$ cat src/hw/drv_timing_pkg.sv
package drv_timing_pkg;

   // Configuration space byte offsets
   localparam logic [7:0] PIO_TIMING_OFFSET  = 8'h44;
   localparam logic [7:0] UDMA_ENABLE_OFFSET = 8'h48;

   // Reset values
   localparam logic [7:0] PIO_TIMING_RESET  = 8'h00;
   localparam logic [7:0] UDMA_ENABLE_RESET = 8'h00;

   // Field positions in slave_drive_pio_timing
   localparam int SEC_SAMPLE_LSB  = 6;
   localparam int SEC_RECOVER_LSB = 4;
   localparam int PRI_SAMPLE_LSB  = 2;
   localparam int PRI_RECOVER_LSB = 0;

   // Implemented bits of sync_dma_mode_enables
   localparam logic [7:0] UDMA_ENABLE_MASK = 8'h0F;
   localparam int SEC_DRV1_UDMA_BIT = 3;
   localparam int SEC_DRV0_UDMA_BIT = 2;
   localparam int PRI_DRV1_UDMA_BIT = 1;
   localparam int PRI_DRV0_UDMA_BIT = 0;

   // Clock counts for sample point codes 00/01/10
   localparam logic [2:0] SAMPLE_CLKS_00 = 3'h5;
   localparam logic [2:0] SAMPLE_CLKS_01 = 3'h4;
   localparam logic [2:0] SAMPLE_CLKS_10 = 3'h3;
   // Reserved code: reported as zero, caller treats zero as invalid
   localparam logic [2:0] SAMPLE_CLKS_RSV = 3'h0;

   // Clock counts for recovery codes
   localparam logic [2:0] RECOVER_CLKS_00 = 3'h4;
   localparam logic [2:0] RECOVER_CLKS_01 = 3'h3;
   localparam logic [2:0] RECOVER_CLKS_10 = 3'h2;
   localparam logic [2:0] RECOVER_CLKS_11 = 3'h1;

endpackage

$ cat src/hw/drv1_timing_regs.sv
`timescale 1ns/100ps
module drv1_timing_regs
   import drv_timing_pkg::*;
(
   input  wire logic       core_clk,
   input  wire logic       sys_rst,
   input  wire logic [7:0] cfg_addr,
   input  wire logic       cfg_wr,
   input  wire logic       cfg_rd,
   input  wire logic [7:0] cfg_wdata,
   output logic      [7:0] cfg_rdata_ff,
   input  wire logic       pri_drv1_timing_select,
   input  wire logic       sec_drv1_timing_select,
   input  wire logic [1:0] pri_drv0_sample_code,
   input  wire logic [1:0] pri_drv0_recover_code,
   input  wire logic [1:0] sec_drv0_sample_code,
   input  wire logic [1:0] sec_drv0_recover_code,
   input  wire logic       pri_drive1_access,
   input  wire logic       sec_drive1_access,
   output logic      [2:0] pri_sample_clks_ff,
   output logic      [2:0] pri_recover_clks_ff,
   output logic      [2:0] sec_sample_clks_ff,
   output logic      [2:0] sec_recover_clks_ff,
   output logic            pri_drv0_udma_en_ff,
   output logic            pri_drv1_udma_en_ff,
   output logic            sec_drv0_udma_en_ff,
   output logic            sec_drv1_udma_en_ff
);

////////////////////////////////////////////////////////////////////////////////
   logic [7:0] slave_drive_pio_timing_ff;
   logic [7:0] sync_dma_mode_enables_ff;

   wire hit_pio  = (cfg_addr == PIO_TIMING_OFFSET);
   wire hit_udma = (cfg_addr == UDMA_ENABLE_OFFSET);

   wire [7:0] nxt_pio_timing = (cfg_wr && hit_pio) ? cfg_wdata
                                : slave_drive_pio_timing_ff;
   // Upper nibble is not stored, so it cannot leak back
   wire [7:0] nxt_udma_en = (cfg_wr && hit_udma)
                            ? (cfg_wdata & UDMA_ENABLE_MASK)
                            : sync_dma_mode_enables_ff;
   wire [7:0] rd_mux = hit_pio  ? slave_drive_pio_timing_ff :
                       hit_udma ? sync_dma_mode_enables_ff : 8'h00;
   wire [7:0] nxt_rdata = cfg_rd ? rd_mux : 8'h00;

   always_ff @(posedge core_clk) begin
      if (sys_rst) begin
         slave_drive_pio_timing_ff <= PIO_TIMING_RESET;
         sync_dma_mode_enables_ff  <= UDMA_ENABLE_RESET;
         cfg_rdata_ff              <= 8'h00;
      end else begin
         slave_drive_pio_timing_ff <= nxt_pio_timing;
         sync_dma_mode_enables_ff  <= nxt_udma_en;
         cfg_rdata_ff              <= nxt_rdata;
      end
   end

////////////////////////////////////////////////////////////////////////////////
   // Field split of the drive 1 timing byte
   wire [1:0] sec_drv1_sample_point =
      slave_drive_pio_timing_ff[SEC_SAMPLE_LSB +: 2];
   wire [1:0] sec_drv1_recovery =
      slave_drive_pio_timing_ff[SEC_RECOVER_LSB +: 2];
   wire [1:0] pri_drv1_sample_point =
      slave_drive_pio_timing_ff[PRI_SAMPLE_LSB +: 2];
   wire [1:0] pri_drv1_recovery =
      slave_drive_pio_timing_ff[PRI_RECOVER_LSB +: 2];

   drv_timing_select u_pri (
      .core_clk           (core_clk),
      .sys_rst            (sys_rst),
      .drv1_timing_select (pri_drv1_timing_select),
      .drive1_access      (pri_drive1_access),
      .drv0_sample_code   (pri_drv0_sample_code),
      .drv0_recover_code  (pri_drv0_recover_code),
      .drv1_sample_code   (pri_drv1_sample_point),
      .drv1_recover_code  (pri_drv1_recovery),
      .sample_clks_ff     (pri_sample_clks_ff),
      .recover_clks_ff    (pri_recover_clks_ff)
   );

   drv_timing_select u_sec (
      .core_clk           (core_clk),
      .sys_rst            (sys_rst),
      .drv1_timing_select (sec_drv1_timing_select),
      .drive1_access      (sec_drive1_access),
      .drv0_sample_code   (sec_drv0_sample_code),
      .drv0_recover_code  (sec_drv0_recover_code),
      .drv1_sample_code   (sec_drv1_sample_point),
      .drv1_recover_code  (sec_drv1_recovery),
      .sample_clks_ff     (sec_sample_clks_ff),
      .recover_clks_ff    (sec_recover_clks_ff)
   );

////////////////////////////////////////////////////////////////////////////////
   // Enables leave with one flop of delay, same as the read path
   wire sec_drv1_udma_en = sync_dma_mode_enables_ff[SEC_DRV1_UDMA_BIT];
   wire sec_drv0_udma_en = sync_dma_mode_enables_ff[SEC_DRV0_UDMA_BIT];
   wire pri_drv1_udma_en = sync_dma_mode_enables_ff[PRI_DRV1_UDMA_BIT];
   wire pri_drv0_udma_en = sync_dma_mode_enables_ff[PRI_DRV0_UDMA_BIT];

   always_ff @(posedge core_clk) begin
      if (sys_rst) begin
         pri_drv0_udma_en_ff <= 1'b0;
         pri_drv1_udma_en_ff <= 1'b0;
         sec_drv0_udma_en_ff <= 1'b0;
         sec_drv1_udma_en_ff <= 1'b0;
      end else begin
         sec_drv1_udma_en_ff <= sec_drv1_udma_en;
         sec_drv0_udma_en_ff <= sec_drv0_udma_en;
         pri_drv1_udma_en_ff <= pri_drv1_udma_en;
         pri_drv0_udma_en_ff <= pri_drv0_udma_en;
      end
   end

////////////////////////////////////////////////////////////////////////////////
   // Checked one edge after reset, so no sampled history is needed
   reset_zero_a: assert property (@(posedge core_clk)
      sys_rst |=> slave_drive_pio_timing_ff == PIO_TIMING_RESET
                  && sync_dma_mode_enables_ff == UDMA_ENABLE_RESET)
      else $error("registers not zero after reset");

   reset_en_a: assert property (@(posedge core_clk)
      sys_rst |=> !pri_drv0_udma_en_ff && !pri_drv1_udma_en_ff
                  && !sec_drv0_udma_en_ff && !sec_drv1_udma_en_ff)
      else $error("udma enables not clear after reset");

   pio_write_a: assert property (@(posedge core_clk)
      disable iff (sys_rst)
      cfg_wr && hit_pio |=> slave_drive_pio_timing_ff == $past(cfg_wdata))
      else $error("timing write not stored");

   pio_hold_a: assert property (@(posedge core_clk)
      disable iff (sys_rst)
      !(cfg_wr && hit_pio)
      |=> slave_drive_pio_timing_ff == $past(slave_drive_pio_timing_ff))
      else $error("timing byte changed without a write");

   readback_a: assert property (@(posedge core_clk)
      disable iff (sys_rst)
      cfg_rd && hit_pio && !cfg_wr
      |=> cfg_rdata_ff == slave_drive_pio_timing_ff)
      else $error("timing readback wrong");

   unmapped_rd_a: assert property (@(posedge core_clk)
      disable iff (sys_rst)
      cfg_rd && !hit_pio && !hit_udma |=> cfg_rdata_ff == 8'h00)
      else $error("unmapped read not zero");

   idle_rd_a: assert property (@(posedge core_clk)
      disable iff (sys_rst)
      !cfg_rd |=> cfg_rdata_ff == 8'h00)
      else $error("read data not zero while idle");

   udma_rsv_a: assert property (@(posedge core_clk)
      disable iff (sys_rst)
      sync_dma_mode_enables_ff[7:4] == 4'h0)
      else $error("reserved enable bits set");

   udma_write_a: assert property (@(posedge core_clk)
      disable iff (sys_rst)
      cfg_wr && hit_udma
      |=> sync_dma_mode_enables_ff[3:0] == $past(cfg_wdata[3:0]))
      else $error("enable write not stored");

   udma_readback_a: assert property (@(posedge core_clk)
      disable iff (sys_rst)
      cfg_rd && hit_udma && !cfg_wr
      |=> cfg_rdata_ff[7:4] == 4'h0
          && cfg_rdata_ff[3:0] == sync_dma_mode_enables_ff[3:0])
      else $error("enable readback wrong");

   sec_en_a: assert property (@(posedge core_clk)
      disable iff (sys_rst)
      cfg_wr && hit_udma ##2 !$past(sys_rst, 2)
      |-> sec_drv1_udma_en_ff == $past(cfg_wdata[3], 2)
          && sec_drv0_udma_en_ff == $past(cfg_wdata[2], 2))
      else $error("secondary udma enable wrong");

   pri_en_a: assert property (@(posedge core_clk)
      disable iff (sys_rst)
      cfg_wr && hit_udma
      |-> ##2 pri_drv1_udma_en_ff == $past(cfg_wdata[1], 2)
          && pri_drv0_udma_en_ff == $past(cfg_wdata[0], 2))
      else $error("primary udma enable wrong");

   pri_shared_a: assert property (@(posedge core_clk)
      disable iff (sys_rst)
      !pri_drv1_timing_select && pri_drv0_sample_code == 2'h0
      |=> pri_sample_clks_ff == 3'h5)
      else $error("primary drive 1 not sharing drive 0");

   sec_shared_a: assert property (@(posedge core_clk)
      disable iff (sys_rst)
      !sec_drv1_timing_select && sec_drv0_recover_code == 2'h1
      |=> sec_recover_clks_ff == RECOVER_CLKS_01)
      else $error("secondary drive 1 not sharing drive 0");

   // Drive 0 accesses must never pick up the drive 1 fields
   pri_drv0_a: assert property (@(posedge core_clk)
      disable iff (sys_rst)
      !pri_drive1_access && pri_drv0_recover_code == 2'h3
      |=> pri_recover_clks_ff == RECOVER_CLKS_11)
      else $error("primary drive 0 access used drive 1 timing");

   sec_drv0_a: assert property (@(posedge core_clk)
      disable iff (sys_rst)
      !sec_drive1_access && sec_drv0_sample_code == 2'h2
      |=> sec_sample_clks_ff == SAMPLE_CLKS_10)
      else $error("secondary drive 0 access used drive 1 timing");

   sec_own_a: assert property (@(posedge core_clk)
      disable iff (sys_rst)
      sec_drv1_timing_select && sec_drive1_access
      && sec_drv1_recovery == 2'h3
      |=> sec_recover_clks_ff == 3'h1)
      else $error("secondary drive 1 recovery wrong");

   sec_sample_a: assert property (@(posedge core_clk)
      disable iff (sys_rst)
      sec_drv1_timing_select && sec_drive1_access
      && sec_drv1_sample_point == 2'h0
      |=> sec_sample_clks_ff == SAMPLE_CLKS_00)
      else $error("secondary drive 1 sample wrong");

   pri_own_a: assert property (@(posedge core_clk)
      disable iff (sys_rst)
      pri_drv1_timing_select && pri_drive1_access
      && pri_drv1_sample_point == 2'h2
      |=> pri_sample_clks_ff == 3'h3)
      else $error("primary drive 1 sample wrong");

   pri_recover_a: assert property (@(posedge core_clk)
      disable iff (sys_rst)
      pri_drv1_timing_select && pri_drive1_access
      && pri_drv1_recovery == 2'h0
      |=> pri_recover_clks_ff == RECOVER_CLKS_00)
      else $error("primary drive 1 recovery wrong");

   // Reserved code gives zero clocks; the user must treat it as invalid
   pri_rsv_a: assert property (@(posedge core_clk)
      disable iff (sys_rst)
      pri_drv1_timing_select && pri_drive1_access
      && pri_drv1_sample_point == 2'h3
      |=> pri_sample_clks_ff == SAMPLE_CLKS_RSV)
      else $error("primary reserved sample code not zero");

endmodule // drv1_timing_regs

$ cat src/hw/drv_timing_select.sv
`timescale 1ns/100ps
module drv_timing_select
   import drv_timing_pkg::*;
(
   input  wire logic       core_clk,
   input  wire logic       sys_rst,
   input  wire logic       drv1_timing_select,
   input  wire logic       drive1_access,
   input  wire logic [1:0] drv0_sample_code,
   input  wire logic [1:0] drv0_recover_code,
   input  wire logic [1:0] drv1_sample_code,
   input  wire logic [1:0] drv1_recover_code,
   output logic      [2:0] sample_clks_ff,
   output logic      [2:0] recover_clks_ff
);

   function automatic logic [2:0] sample_clks(input logic [1:0] code);
      unique case (code)
         2'h0: sample_clks = SAMPLE_CLKS_00;
         2'h1: sample_clks = SAMPLE_CLKS_01;
         2'h2: sample_clks = SAMPLE_CLKS_10;
         2'h3: sample_clks = SAMPLE_CLKS_RSV;
      endcase
   endfunction

   function automatic logic [2:0] recover_clks(input logic [1:0] code);
      unique case (code)
         2'h0: recover_clks = RECOVER_CLKS_00;
         2'h1: recover_clks = RECOVER_CLKS_01;
         2'h2: recover_clks = RECOVER_CLKS_10;
         2'h3: recover_clks = RECOVER_CLKS_11;
      endcase
   endfunction

   // Own fields only for drive 1 with the select bit set
   wire       use_drv1 = drive1_access & drv1_timing_select;
   wire [1:0] sel_sample  = use_drv1 ? drv1_sample_code : drv0_sample_code;
   wire [1:0] sel_recover = use_drv1 ? drv1_recover_code
                                     : drv0_recover_code;
   wire [2:0] nxt_sample_clks  = sample_clks(sel_sample);
   wire [2:0] nxt_recover_clks = recover_clks(sel_recover);

   always_ff @(posedge core_clk) begin
      if (sys_rst) begin
         sample_clks_ff  <= 3'h0;
         recover_clks_ff <= 3'h0;
      end else begin
         sample_clks_ff  <= nxt_sample_clks;
         recover_clks_ff <= nxt_recover_clks;
      end
   end

endmodule // drv_timing_select

$ cat config.mk
export PLATFORM = sky130hd
export DESIGN_NAME = drv1_timing_regs
export DESIGN_NICKNAME = d
export VERILOG_FILES = /design/src/hw/drv_timing_pkg.sv /design/src/hw/drv1_timing_regs.sv /design/src/hw/drv_timing_select.sv
export SDC_FILE = /design/constraint.sdc
export NUM_CORES = 1
export LEC_CHECK = 0
export ABC_AREA = 1
export BUFFER_PORTS_ARGS = -buffer_cell sky130_fd_sc_hd__buf_2
export CORE_ASPECT_RATIO = 0.6
export CORE_MARGIN = 1.5
export CORE_UTILIZATION = 48
export CTS_CLUSTER_DIAMETER = 30
export DETAILED_ROUTE_END_ITERATION = 6
export PLACE_DENSITY = 0.81
export SYNTH_ARGS = -nofsm -noshare
export SYNTH_HDL_FRONTEND = slang
export SYNTH_SLANG_ARGS = --single-unit
$ cat constraint.sdc
create_clock -name core_clk -period 1.1 [get_ports core_clk]
set_input_delay 0.165 -clock core_clk [delete_from_list [all_inputs] [get_ports core_clk]]
set_output_delay 0.165 -clock core_clk [all_outputs]
set_load 0.05 [all_outputs]
==> impl_summary.md <==
Status
The run finished with clean final reports.

Setup path
For the worst setup path, the data required time is roughly 940 ps. The setup path with the least slack is of type reg -> out. The type of destination of the critical path is an output pin. Across all register-to-register paths, the minimum setup slack is 80 ps.

Traced cell by cell, the critical path runs through buf_2. The cell family with the largest share of critical-path delay is flip-flops. The slowest stage of the critical path is the sky130_fd_sc_hd__dfxtp_1 cell. The largest single stage delay on the critical path is approximately 320 ps.

The peak fanout along the critical path is 1. The critical path launch point type is a register. The number of buffers and inverters on the critical path is 1.

The endpoint arrival time on the critical path is 860 ps.

Power
The proportion of power drawn by combinational gates is 0.143. For this design the total switching power over the nets is about 0.68 mW. The switching power share of the total is 0.264. The proportion of power drawn by flip-flops and latches is 0.524. The total power density per cell area is 1300 nW/um^2.

The internal power of the cells totals between 1.5 and 2 mW. The analysis attributes to cell leakage a power of 1.12 nW. The peak supply drop is around 0.6 mV. The part of the total power dissipated in the clock network is 0.333.

Drt
Summing over every cut layer, the via total after detailed routing is approximately 1.4k. The wire length per cell is around 9.0 um. The pre-antenna-repair detailed-routing pass consisted of 4 iterations. The total detailed-routing wirelength is ~2900 um. The post-route DRC violation count is 0.

In this run the remaining antenna-violating nets after routing total 0. In the routed layout, each cell is associated on average with a via count of roughly 4.4. The detailed router finished its first iteration with 61 violations.

Synthesis
The share of flip-flops with an asynchronous set or reset after synthesis is 0. The cell type with the largest total area after synthesis is sky130_fd_sc_hd__dfxtp_1. The share of the Yosys chip area taken by registers is 0.473. Averaged over all synthesized cells, the footprint is approximately 7.2 um^2. The area fraction of the dominant cell type after synthesis is 0.473. The cell area that synthesis handed to floorplanning was around 1500 um^2. The number of enable flip-flop cells after synthesis is 0.

Yosys attributes the largest share of cell area to sky130_fd_sc_hd__dfxtp_1 47%, sky130_fd_sc_hd__inv_1 12%, sky130_fd_sc_hd__nand2_1 11%. The count of state elements after synthesis is 36. The netlist uses 20 different library cells.

The net count of the mapped netlist is 245. By instance count, the leading cell after synthesis is sky130_fd_sc_hd__inv_1. Synthesis produced between 200 and 250 cells. For this run, the leading register cell type out of synthesis is sky130_fd_sc_hd__dfxtp_1. During synthesis, Yosys emitted a total of 0 warnings. Counting instances in the post-synthesis netlist gives the leading cell types as 50 x sky130_fd_sc_hd__inv_1, 44 x sky130_fd_sc_hd__nand2_1, 36 x sky130_fd_sc_hd__dfxtp_1.

Global routing
The maximum number of pins on one net before global-route repair is 17. The overall track demand over capacity in global routing is 0.182. The residual overflow from global routing is 0. The number of global-route vias before repair is between 1k and 1.5k. The initial antenna violation count came to 0.

The wire length of the first global-routing pass is approximately 4500 um.

STA
The number of failing hold endpoints at the final stage is 0. The max-slew violation total from the final report was 0. The fraction of the cycle the final worst path needs is 0.929. Setup repair after global routing left no endpoint under its margin.

Across all hold checks on the routed design, the worst slack comes to approximately 160 ps. Setup violations remaining at the end of the flow were counted as 0. At the pin with the least slew margin, the transition time is approximately 240 ps.

The minimum clock period after layout is ~1000 ps. The worst pin sits at a relative slew slack of 0.841. The fmax is between 0.9 and 1 GHz. The clock tree skew after final layout is roughly 4 ps.

Clock network
For this design, the sink count on the clock tree is 36. The H-tree generated during clock tree synthesis spans 2 levels. The number of buffers on the longest clock path is 2. In this run, CTS created clock tree buffers numbering 5. The number of setup buffers added after CTS is 0.

The latest clock arrival within the worst-skew pair is approximately 280 ps. The root buffer cell chosen for the clock tree is sky130_fd_sc_hd__clkbuf_8. TritonCTS built the clock tree. The clock-pin transition on the worst setup and hold timing paths is ~70 ps.

Final layout
After the last flow step, the layout net total stands at a little over 300. Of the cells placed in the final design, the portion with a size suffix greater than 1 is 0.319. For this run, the share of the core covered by cells in the final layout is 0.671. Registers take between 700 and 800 um^2. From synthesis to final layout, the design area changed by 29.6%. The area used by multi-input combinational logic is roughly 570 um^2. The filler cells instantiated in the layout total approximately 270.

The repair_antennas step left the layout with diodes totalling 0.

Die
The number of placed I/O pins is 56. The die boundary width is approximately 76 um. The floorplan has 15 rows. The starting density of the core is 0.518. The placeable core region is approximately 2900 um^2.

The full die area is between 3000 and 4000 um^2. The floorplan step set the die height to 46.7 um.

Placement
Routability-driven placement finished with a final weighted congestion of about 0.82. Input and output buffers added on the ports amount to 55. The wire-length estimate of the detail-placed layout is ~2200 um.

Job
The number of max-cap violations is 0.

Hold path
The path class of the tightest hold or removal check is in -> reg.
-- final cells by class --
type,instances,area share
sequential,36,0.365
multi-input combinational,115,0.287
timing repair buffer,64,0.180
inverter,54,0.103
clock buffer,6,0.0367
tap,42,0.0266
clock inverter,1,0.00253
-- logic make-up (layout without fill, tap and decap cells) --
group	count (synthesis)	in the layout	share of synthesized area
adder cells (fa/ha/maj)	2	2	0.0164
AO/OA/AOI/OAI	6	6	0.0197
buffers and inverters	60	125	0.155
AND/OR/NAND/NOR	107	107	0.336
flip-flops	36	36	0.473
-- power by group through the flow --
stage | sequential [mW] | combinational (mW) | clock (mW)
floorplan | 1.49 | 0.126 | 0
global placement | 1.37 | 0.361 | 0
detailed placement | 1.37 | 0.366 | 0
CTS | 1.34 | 0.367 | 0.881
global route | 1.35 | 0.404 | 0.939
finish | 1.34 | 0.365 | 0.855
-- worst paths after layout --
kind / start / end / cells past startpoint
worst max-delay path: cfg_rdata_ff[7] / cfg_rdata_ff[7] / 1
worst min-delay path: pri_drv0_recover_code[0] / u_pri.recover_clks_ff[0] / 3
worst max register to register: slave_drive_pio_timing_ff[0] / u_pri.recover_clks_ff[1] / 6
worst min register to register: slave_drive_pio_timing_ff[1] / cfg_rdata_ff[1] / 2
-- what timing repair did --
action                     in CTS  in global routing
setup endpoints to repair       0                  2
hold buffers                    0                  0
gates resized for setup         0                  2
-- cell usage in the layout (no fill, tap or decap), drive strengths merged --
master	netlist	routed
clkinv	0	1
buf	4	64
o21ai	6	6
nor2	37	37
nor3	2	2
inv	54	54
dfxtp	36	36
nand4	12	12
clkbuf	2	6
nor4	2	2
ha	2	2
nand3	6	6
nand2	48	48
-- worst reg2reg max path: stages, from the launching register on --
cell and delay, ps:
sky130_fd_sc_hd__dfxtp_1 330, sky130_fd_sc_hd__inv_1 60, sky130_fd_sc_hd__nand2_1 70, sky130_fd_sc_hd__o21ai_1 80
sky130_fd_sc_hd__ha_1 290, sky130_fd_sc_hd__inv_1 50, sky130_fd_sc_hd__nor2_1 30
-- state kept, by name, indices dropped and copies added, names as in the netlist --
register                   cells
sync_dma_mode_enables_ff       4
pri_drv0_udma_en_ff            1
u_sec.sample_clks_ff           3
cfg_rdata_ff                   8
u_pri.recover_clks_ff          3
slave_drive_pio_timing_ff      8
u_sec.recover_clks_ff          3
u_pri.sample_clks_ff           3
sec_drv1_udma_en_ff            1
pri_drv1_udma_en_ff            1
sec_drv0_udma_en_ff            1
-- routing by layer --
metal	up-vias	wire length [um]	track usage
met1	578	1450	0.248
met4	0	29	0.0750
met2	47	1150	0.254
met5	-	0	0
li1	755	-	-
met3	5	224	0.0744
-- stage by stage --
step | setup TNS [ps] | setup slack [ps] | total power, mW | area, um^2 | instances
2_1_floorplan | 0 | 106 | 1.62 | 1530 | 211
6_report | 0 | 77.8 | 2.56 | 1980 | 318
4_1_cts | 0 | 37.9 | 2.59 | 1980 | 318
5_1_grt | 0 | 18.3 | 2.69 | 1980 | 318
3_3_place_gp | 0 | 10.3 | 1.73 | 1900 | 311
3_5_place_dp | -75.8 | -53.2 | 1.74 | 1900 | 311
(Power assumes the default switching activity.)
